--- config.mk ---
export PLATFORM = sky130hd
export DESIGN_NAME = lcc_cluster
export DESIGN_NICKNAME = d
export VERILOG_FILES = /design/src/design/lcc_pkg.sv /design/src/design/lcc_cluster.sv
export SDC_FILE = /design/constraint.sdc
export NUM_CORES = 1
export LEC_CHECK = 0
export ABC_CLOCK_PERIOD_IN_PS = 8680
export BUFFER_PORTS_ARGS = -buffer_cell sky130_fd_sc_hd__buf_2
export CORE_MARGIN = 10
export CORE_UTILIZATION = 35
export DETAILED_ROUTE_END_ITERATION = 8
export HOLD_SLACK_MARGIN = 0.1
export SLEW_MARGIN = 20
export SYNTH_ARGS = -nofsm -noshare
export SYNTH_HDL_FRONTEND = slang
export SYNTH_SLANG_ARGS = --single-unit
--- constraint.sdc ---
create_clock -name pclk -period 8.68 [get_ports pclk]
set_input_delay 1.736 -clock pclk [delete_from_list [all_inputs] [get_ports pclk]]
set_output_delay 1.736 -clock pclk [all_outputs]
set_load 0.01 [all_outputs]
--- src/design/lcc_pkg.sv ---
package lcc_pkg;

  // ****************************************************************
  // Cluster geometry
  // ****************************************************************
  localparam int unsigned NCELL      = 10;
  localparam int unsigned NDATA      = 4;
  localparam int unsigned NGLOBAL    = 4;
  localparam int unsigned LUT_W      = 16;
  localparam int unsigned CHAIN_CELL = 1;   // Second cell, owns the feedback mux
  localparam int unsigned NLOCAL     = 5;   // Cells driving each local network

  // ****************************************************************
  // Register map (byte addresses)
  // ****************************************************************
  localparam logic [7:0] ADDR_CELL0  = 8'h00; // Ten cell words, one per cell
  localparam logic [7:0] ADDR_CTRL   = 8'h28;
  localparam logic [7:0] ADDR_STATUS = 8'h2c;
  localparam logic [7:0] ADDR_LAST   = 8'h24;

  // Control register fields
  localparam int unsigned CTRL_FROM_CELL1 = 0;
  localparam int unsigned CTRL_CLK_LSB    = 1;
  localparam int unsigned CTRL_ACLR_LSB   = 3;
  localparam int unsigned CTRL_ACLR_EN    = 5;
  localparam int unsigned CTRL_W          = 6;
  localparam logic [5:0]  CTRL_RESET      = 6'h00;

  // Status register fields
  localparam int unsigned STAT_REG_LSB = 0;
  localparam int unsigned STAT_OUT_LSB = 16;

  // Cell input roles when the first cell drives the cluster controls
  localparam int unsigned CTL_CLK  = 0;
  localparam int unsigned CTL_ACLR = 1;
  localparam int unsigned CTL_SCLR = 2;
  localparam int unsigned CTL_SLD  = 3;

  // ****************************************************************
  // Types
  // ****************************************************************
  typedef enum logic [1:0] {LCC_NORMAL, LCC_ARITH, LCC_COUNTER, LCC_RSVD} lcc_mode_e;
  typedef enum logic [1:0] {LCC_FF_D, LCC_FF_T, LCC_FF_JK, LCC_FF_SR} lcc_ff_e;

  typedef struct packed {
    logic              fb;       // Register feedback onto carry-in
    logic              casc_or;  // Cascade combines by OR
    logic              casc_en;  // Join the cascade chain
    logic              csel;     // Carry-in replaces third data input
    logic              byp;      // Combinational, flipflop bypassed
    lcc_ff_e           ff;
    lcc_mode_e         mode;
    logic [LUT_W-1:0]  lut;
  } lcc_cfg_s;

  localparam int unsigned CFG_W = $bits(lcc_cfg_s);
  localparam lcc_cfg_s    CFG_RESET = '{fb: 1'b0, casc_or: 1'b0, casc_en: 1'b0,
                                        csel: 1'b0, byp: 1'b1, ff: LCC_FF_D,
                                        mode: LCC_NORMAL, lut: 16'h0000};

  typedef struct packed {
    logic clk;
    logic aclr;
    logic sclr;
    logic sload;
  } lcc_ctl_s;

endpackage : lcc_pkg

--- src/design/lcc_cluster.sv ---
// Local design decisions: register access over APB and the register offsets.
`timescale 1ns/1ps
module lcc_cluster #(
  parameter int unsigned CLUSTER_IDX = 0,  // Position of this cluster in its row
  parameter int unsigned HALF_ROW    = 11  // Clusters in the first row half
) (
  input  wire  logic                                        pclk,
  input  wire  logic                                        presetn,
  input  wire  logic                                        psel,
  input  wire  logic                                        penable,
  input  wire  logic                                        pwrite,
  input  wire  logic [7:0]                                  paddr,
  input  wire  logic [31:0]                                 pwdata,
  output logic       [31:0]                                 prdata,
  output logic                                              pready,
  output logic                                              pslverr,
  input  wire  logic [lcc_pkg::NCELL-1:0][lcc_pkg::NDATA-1:0] cell_data,
  input  wire  logic [lcc_pkg::NGLOBAL-1:0]                 global_line,
  input  wire  logic                                        carry_in,
  input  wire  logic                                        cascade_in,
  output logic                                              carry_out,
  output logic                                              cascade_out,
  output logic       [lcc_pkg::NCELL-1:0]                   cell_out,
  output logic       [lcc_pkg::NLOCAL-1:0]                  local_right,
  output logic       [lcc_pkg::NLOCAL-1:0]                  local_left
);
  import lcc_pkg::*;

  // ****************************************************************
  // Functions
  // ****************************************************************
  function automatic logic lut_pick(input logic [LUT_W-1:0] mask, input logic [3:0] idx);
    lut_pick = mask[idx];
  endfunction : lut_pick

  function automatic logic ff_next(input lcc_ff_e ty, input logic q, input logic f,
                                   input logic k);
    case (ty)
      LCC_FF_T:  ff_next = q ^ f;
      LCC_FF_JK: ff_next = (f & ~q) | (~k & q);
      LCC_FF_SR: ff_next = f | (~k & q);
      default:   ff_next = f;
    endcase
  endfunction : ff_next

  // ****************************************************************
  // Configuration registers and APB slave
  // ****************************************************************
  lcc_cfg_s             cfg_q [NCELL];
  logic [CTRL_W-1:0]    ctrl_q;
  logic [31:0]          prdata_q;
  logic                 pready_q;
  logic                 pslverr_q;
  logic [NCELL-1:0]     reg_q;
  logic [NCELL-1:0]     out_w;
  logic                 wr_en;
  logic                 setup;
  logic [3:0]           cell_sel;
  logic                 hit_cell;

  assign setup    = psel & ~penable;
  assign wr_en    = psel & penable & pready_q & pwrite;
  assign cell_sel = paddr[5:2];
  assign hit_cell = (paddr[1:0] == 2'b00) && (paddr <= ADDR_LAST);

  // No wait state: answer prepared in setup, seen in the first access cycle
  always_ff @(posedge pclk or negedge presetn)
  begin
    if (!presetn)
    begin
      pready_q  <= 1'b0;
      pslverr_q <= 1'b0;
      prdata_q  <= 32'h0000_0000;
    end
    else
    begin
      pready_q  <= setup;
      pslverr_q <= 1'b0;
      prdata_q  <= 32'h0000_0000;
      if (setup)
      begin
        if (hit_cell)
        begin
          prdata_q <= {{(32-CFG_W){1'b0}}, cfg_q[cell_sel]};
        end
        else if (paddr == ADDR_CTRL)
        begin
          prdata_q <= {{(32-CTRL_W){1'b0}}, ctrl_q};
        end
        else if (paddr == ADDR_STATUS)
        begin
          prdata_q <= {6'h00, out_w, 6'h00, reg_q};
        end
        else
        begin
          pslverr_q <= 1'b1;
        end
      end
    end
  end

  always_ff @(posedge pclk or negedge presetn)
  begin
    if (!presetn)
    begin
      for (int i = 0; i < NCELL; i++)
      begin
        cfg_q[i] <= CFG_RESET;
      end
      ctrl_q <= CTRL_RESET;
    end
    else if (wr_en)
    begin
      if (hit_cell)
      begin
        cfg_q[cell_sel] <= lcc_cfg_s'(pwdata[CFG_W-1:0]);
      end
      else if (paddr == ADDR_CTRL)
      begin
        ctrl_q <= pwdata[CTRL_W-1:0];
      end
    end
  end

  assign prdata  = prdata_q;
  assign pready  = pready_q;
  assign pslverr = pslverr_q;

  // ****************************************************************
  // Cluster control signals
  // ****************************************************************
  logic [NGLOBAL-1:0] glob_meta_q;
  logic [NGLOBAL-1:0] glob_q;
  lcc_ctl_s           ctl;
  logic               clk_prev_q;
  logic               tick;

  // Global lines arrive from pins
  always_ff @(posedge pclk or negedge presetn)
  begin
    if (!presetn)
    begin
      glob_meta_q <= '0;
      glob_q      <= '0;
    end
    else
    begin
      glob_meta_q <= global_line;
      glob_q      <= glob_meta_q;
    end
  end

  always_comb
  begin
    if (ctrl_q[CTRL_FROM_CELL1])
    begin
      ctl.clk   = cell_data[0][CTL_CLK];
      ctl.aclr  = cell_data[0][CTL_ACLR];
      ctl.sclr  = cell_data[0][CTL_SCLR];
      ctl.sload = cell_data[0][CTL_SLD];
    end
    else
    begin
      ctl.clk   = glob_q[ctrl_q[CTRL_CLK_LSB +: 2]];
      ctl.aclr  = ctrl_q[CTRL_ACLR_EN] & glob_q[ctrl_q[CTRL_ACLR_LSB +: 2]];
      ctl.sclr  = 1'b0;
      ctl.sload = 1'b0;
    end
  end

  // Cell clock is a sampled edge of the chosen source; pclk must outrun it
  always_ff @(posedge pclk or negedge presetn)
  begin
    if (!presetn)
    begin
      clk_prev_q <= 1'b0;
    end
    else
    begin
      clk_prev_q <= ctl.clk;
    end
  end

  assign tick = ctl.clk & ~clk_prev_q;

  // ****************************************************************
  // Cell datapath with carry and cascade chains
  // ****************************************************************
  logic             chain_head;
  logic [NCELL-1:0] lut_w;
  logic [NCELL-1:0] cin_w;
  logic [NCELL-1:0] cout_w;
  logic [NCELL-1:0] casc_w;
  logic [NCELL-1:0] byp_w;
  logic [NCELL-1:0] nxt_w;

  // Links come from the cluster two positions back; none at a row or half start
  assign chain_head = (CLUSTER_IDX < 2) || (CLUSTER_IDX == HALF_ROW)
                      || (CLUSTER_IDX == HALF_ROW + 1);

  always_comb
  begin
    logic        c;
    logic        k;
    logic [3:0]  d;
    logic [2:0]  i3;
    logic        l;
    d  = 4'h0;
    i3 = 3'b000;
    l  = 1'b0;
    c = chain_head ? 1'b0 : carry_in;
    k = chain_head ? ~cfg_q[1].casc_or : cascade_in;
    for (int i = 0; i < NCELL; i++)
    begin
      d = cell_data[i];
      if (i == 0)
      begin
        cin_w[i] = 1'b0;
      end
      else if ((i == CHAIN_CELL) && cfg_q[i].fb)
      begin
        cin_w[i] = reg_q[i];
      end
      else
      begin
        cin_w[i] = c;
      end
      case (cfg_q[i].mode)
        LCC_ARITH:
        begin
          i3        = {cin_w[i], d[1], d[0]};
          lut_w[i]  = lut_pick(cfg_q[i].lut, {1'b0, i3});
          cout_w[i] = lut_pick(cfg_q[i].lut, {1'b1, i3});
        end
        LCC_COUNTER:
        begin
          i3        = {cin_w[i], d[1], reg_q[i]};
          lut_w[i]  = lut_pick(cfg_q[i].lut, {1'b0, i3});
          cout_w[i] = lut_pick(cfg_q[i].lut, {1'b1, i3});
        end
        default:
        begin
          i3        = 3'b000;
          lut_w[i]  = lut_pick(cfg_q[i].lut,
                               {d[3], cfg_q[i].csel ? cin_w[i] : d[2], d[1], d[0]});
          cout_w[i] = cin_w[i];
        end
      endcase
      l = lut_w[i];
      if ((i != 0) && cfg_q[i].casc_en)
      begin
        l = cfg_q[i].casc_or ? ~(~l & ~k) : (l & k);
      end
      casc_w[i] = l;
      byp_w[i]  = cfg_q[i].byp | (cfg_q[i].casc_en & cfg_q[i].casc_or);
      nxt_w[i]  = ff_next(cfg_q[i].ff, reg_q[i], l, d[3]);
      if (i != 0)
      begin
        c = cout_w[i];
        k = casc_w[i];
      end
    end
  end

  // ****************************************************************
  // Cell flipflops
  // ****************************************************************
  always_ff @(posedge pclk or negedge presetn)
  begin
    if (!presetn)
    begin
      reg_q <= '0;
    end
    else
    begin
      for (int i = 0; i < NCELL; i++)
      begin
        if (ctl.aclr)
        begin
          reg_q[i] <= 1'b0;
        end
        else if (tick)
        begin
          if (ctl.sclr)
          begin
            reg_q[i] <= 1'b0;
          end
          else if (ctl.sload)
          begin
            reg_q[i] <= cell_data[i][2];
          end
          else if ((cfg_q[i].mode == LCC_COUNTER) && (i != CHAIN_CELL) && !cell_data[i][0])
          begin
            reg_q[i] <= reg_q[i];
          end
          else if (!byp_w[i])
          begin
            reg_q[i] <= nxt_w[i];
          end
        end
      end
    end
  end

  always_comb
  begin
    for (int i = 0; i < NCELL; i++)
    begin
      out_w[i] = byp_w[i] ? casc_w[i] : reg_q[i];
    end
  end

  // ****************************************************************
  // Routing outputs
  // ****************************************************************
  always_ff @(posedge pclk or negedge presetn)
  begin
    if (!presetn)
    begin
      cell_out    <= '0;
      local_right <= '0;
      local_left  <= '0;
      carry_out   <= 1'b0;
      cascade_out <= 1'b0;
    end
    else
    begin
      cell_out    <= out_w;
      local_right <= out_w[NLOCAL-1:0];
      local_left  <= out_w[NCELL-1:NLOCAL];
      carry_out   <= cout_w[NCELL-1];
      cascade_out <= casc_w[NCELL-1];
    end
  end
endmodule : lcc_cluster

==> qor.csv <==
stage,metric,value,unit
clocking,CTS root buffer,clkbuf_16,
yosys,"Seq/Total Area, Yosys",43.46,%
clocking,hold bufs inserted after CTS,0,
floorplan,num ports,147,
setup_path,Worst Path Max Fanout,9,
power_and_ir_drop,Pwr per Cell Area,162.6,nW/um^2
layout,Area Growth Syn to Fin,13.74,%
layout,"commonest non-fill, non-tap cells in the layout","dfrtp_1, mux2_2, mux4_2",
drt,starting DRC count in detailed routing,1164,
setup_path,arrival time of the worst setup path,7.50,ns
timing,Max Fclk,0.1413,GHz
setup_path,crit path to,reg_q[9]$_DFFE_PN0P_,
timing,Slew Limit Fails,0,
grt,global-route wire length before repair,87460,um
setup_path,CP startpoint,cell_data[5],
clocking,H-tree levels,2,
floorplan,# rows,83,
drt,# DRC,0,
floorplan,Die H,247.8,um
timing,setup violators final,0,
drt,vias per cell,5.909,
setup_path,Crit. End Element,register,
power_and_ir_drop,power share of the sequential group,44.5,%
timing,RSZ-0062 raised after global routing,false,
yosys,register bit total from synthesis,315,
power_and_ir_drop,Gate power share,6.5,%
floorplan,Die W,247.8,um
power_and_ir_drop,switching pwr,807.8,uW
clocking,number of CTS-inserted buffers,38,
yosys,"Distinct cells, synth",77,
yosys,number of flops mapped to enable cells by yosys,0,
clocking,clk buf depth,3,
setup_path,r2r endpoint,reg_q[9]$_DFFE_PN0P_,
timing,Clock Skews,0.009633,ns
drt,routed wire length,59450,um
clocking,postcts setup bufs,0,
setup_path,worst-case reg-to-reg path depth,22,
setup_path,Setup CP Type,in -> reg,
drt,via count,13054,
layout,share of post-route cells with drive strength above 1,42.60,%
place,IO Port Bufs,131,
hold_path,worst hold path type,reg -> reg,
power_and_ir_drop,Leak,9.408,nW
clocking,CTS sink cnt,315,
grt,vias in the first global route,13189,
outcome,run status,"complete, no violations",
grt,GR Util All Layers,19.12,%
place,DP Wirelength,44110,um
setup_path,r2r setup slk,2.44,ns
grt,grt total ovfl,0,
grt,largest net degree at the start of global routing,173,
place,GPL Wtd Cong,0.9640,
setup_path,reg2reg start,reg_q[2]$_DFFE_PN0P_,
timing,Slew headroom,37.23,%
yosys,Syn Std Cell Area,18170,um^2
yosys,synthesized area per cell,12.78,um^2
layout,"commonest non-fill, non-tap cell in the layout",dfrtp_1,
clocking,"CTS clk-pin slew, worst paths",0.06,ns
power_and_ir_drop,Net Sw Frac,24.05,%
yosys,async set-or-reset flop fraction in the synthesized netlist,100.0,%
clocking,# resized after CTS,0,
power_and_ir_drop,Total Power,3.359,mW
floorplan,die area,61420,um^2
timing,worst hold slack,0.3497,ns
place,Placed Cells,2138,
setup_path,required time worst endpoint,9.10,ns
drt,DRT Pass-1 Iters,6,
yosys,Syn Inst Count,1422,
timing,final worst-path cycle share,81.54,%
job,Max Cap Violations,0,
layout,Nets,1619,
clocking,clk_lat worst skew,0.55,ns
timing,Worst-Margin Slew,0.9416,ns
layout,Post-Layout Inst Area,20660,um^2
timing,Hold Fails Final Rpt,0,
grt,antenna violations before repair,2,
timing,fin crit period,7.078,ns
layout,Layout Cells excl Fill,2209,
timing,setup TNS,0,ns
place,Placed Area,19350,um^2
power_and_ir_drop,Worst VDD drop,119.3,uV
yosys,synth warn,0,
power_and_ir_drop,P_int,2.551,mW
drt,Final ANT Viol Nets,0,
layout,fin util,40.20,%
power_and_ir_drop,clock share of power,49.0,%
yosys,"Primary FF master, synth",dfrtp_1,
setup_path,CP Launch Type,primary input,
place,Place WS,1.198,ns
timing,Setup WS post-layout,1.602,ns
clocking,CTS tree,built,
floorplan,core area,51410,um^2
floorplan,Initial Util,35.34,%
drt,drt wl/cell,26.91,um
-- worst min-delay path by stage --
stage | cells after the start | to | startpoint
after detailed placement | 0 | glob_q[3]$_DFF_PN0_ | glob_meta_q[3]$_DFF_PN0_
after CTS | 0 | glob_q[2]$_DFF_PN0_ | glob_meta_q[2]$_DFF_PN0_
after floorplan | 0 | glob_q[0]$_DFF_PN0_ | glob_meta_q[0]$_DFF_PN0_
after global placement | 0 | glob_q[3]$_DFF_PN0_ | glob_meta_q[3]$_DFF_PN0_
final | 0 | glob_q[3]$_DFF_PN0_ | glob_meta_q[3]$_DFF_PN0_
after global routing | 0 | glob_q[2]$_DFF_PN0_ | glob_meta_q[2]$_DFF_PN0_
-- registers in the layout (all words and copies together) (netlist names) --
name         cells
reg_q           10
cfg_q          250
cascade_out      1
clk_prev_q       1
local_right      4
cell_out         2
carry_out        1
pslverr          1
glob_meta_q      4
glob_q           4
pready           1
ctrl_q           6
local_left       4
prdata          26
-- synth_stat cells, drive strengths merged, types with 4 or more instances --
library cell	n	area share, %
a211oi	30	1.2
a21boi	5	0.21
a21o	4	0.21
a21oi	56	1.6
a221o	9	0.50
a221oi	7	0.37
a22o	5	0.24
a22oi	45	1.9
a31oi	10	0.59
and2	4	0.14
buf	48	1.4
clkbuf	72	1.5
dfrtp	305	42
dfstp	10	1.4
ha	30	2.1
inv	59	1.2
mux2	271	17
mux2i	24	1.4
mux4	131	16
nand2	73	1.5
nand2b	15	0.52
nand3	11	0.33
nor2	41	0.86
nor2b	28	0.96
nor3	7	0.19
o211a	5	0.32
o211ai	6	0.28
o21ai	64	1.8
o31ai	4	0.17
-- worst max-delay path, cell delays in order --
cell and delay [ns]:
buf_2 0.23, mux2_1 0.36, a211oi_1 0.26, o21ai_1 0.20, a311o_1 0.43, o211a_2 0.21, or3_1 0.50, o211ai_2 0.20
o2bb2ai_2 0.22, a21oi_2 0.12, a31oi_4 0.32, mux2_2 0.45, mux2i_4 0.16, mux4_2 0.51, mux2i_1 0.36, a211oi_1 0.14
nor2_1 0.17, inv_1 0.08, ha_1 0.21, inv_1 0.05, o21ai_0 0.08, a211oi_1 0.26, o22a_1 0.16, o31ai_1 0.06
-- power by group through the flow --
stage               Clock [mW]  Combinational, mW  Sequential (mW)
detailed placement           0              0.219             1.52
global placement             0              0.216             1.52
CTS                       1.67              0.220             1.50
finish                    1.64              0.218             1.50
floorplan                    0              0.118             1.51
global route              1.73              0.235             1.50
-- kinds of logic after synthesis --
kind of cell | after synthesis | share of synthesized area [%]
and+or+nand+nor | 192 | 5.069
AOI/OAI and AO/OA | 279 | 10.80
muxes | 426 | 34.45
other | 1 | 0.02064
adders and majority gates | 30 | 2.066
buffers and inverters | 179 | 4.139
DFF | 315 | 43.46
-- routing by layer --
metal,share of wire [%],up-vias,track usage [%]
met2,47,589,30.19
met3,7.1,112,3.257
met1,41,6795,25.36
met5,0.045,-,0
met4,4.2,4,8.679
li1,-,5554,-
-- area by class of cell --
cell class	instances	area [um^2]
Clock inverter	18	173.9
Fill cell	4882	30740
Inverter	59	221.5
Antenna cell	1	2.502
Tap cell	680	850.8
Multi-Input combinational cell	933	9562
Sequential cell	315	7895
Timing Repair Buffer	151	830.8
Clock buffer	52	1127
Power figures use the tool's default switching activity.
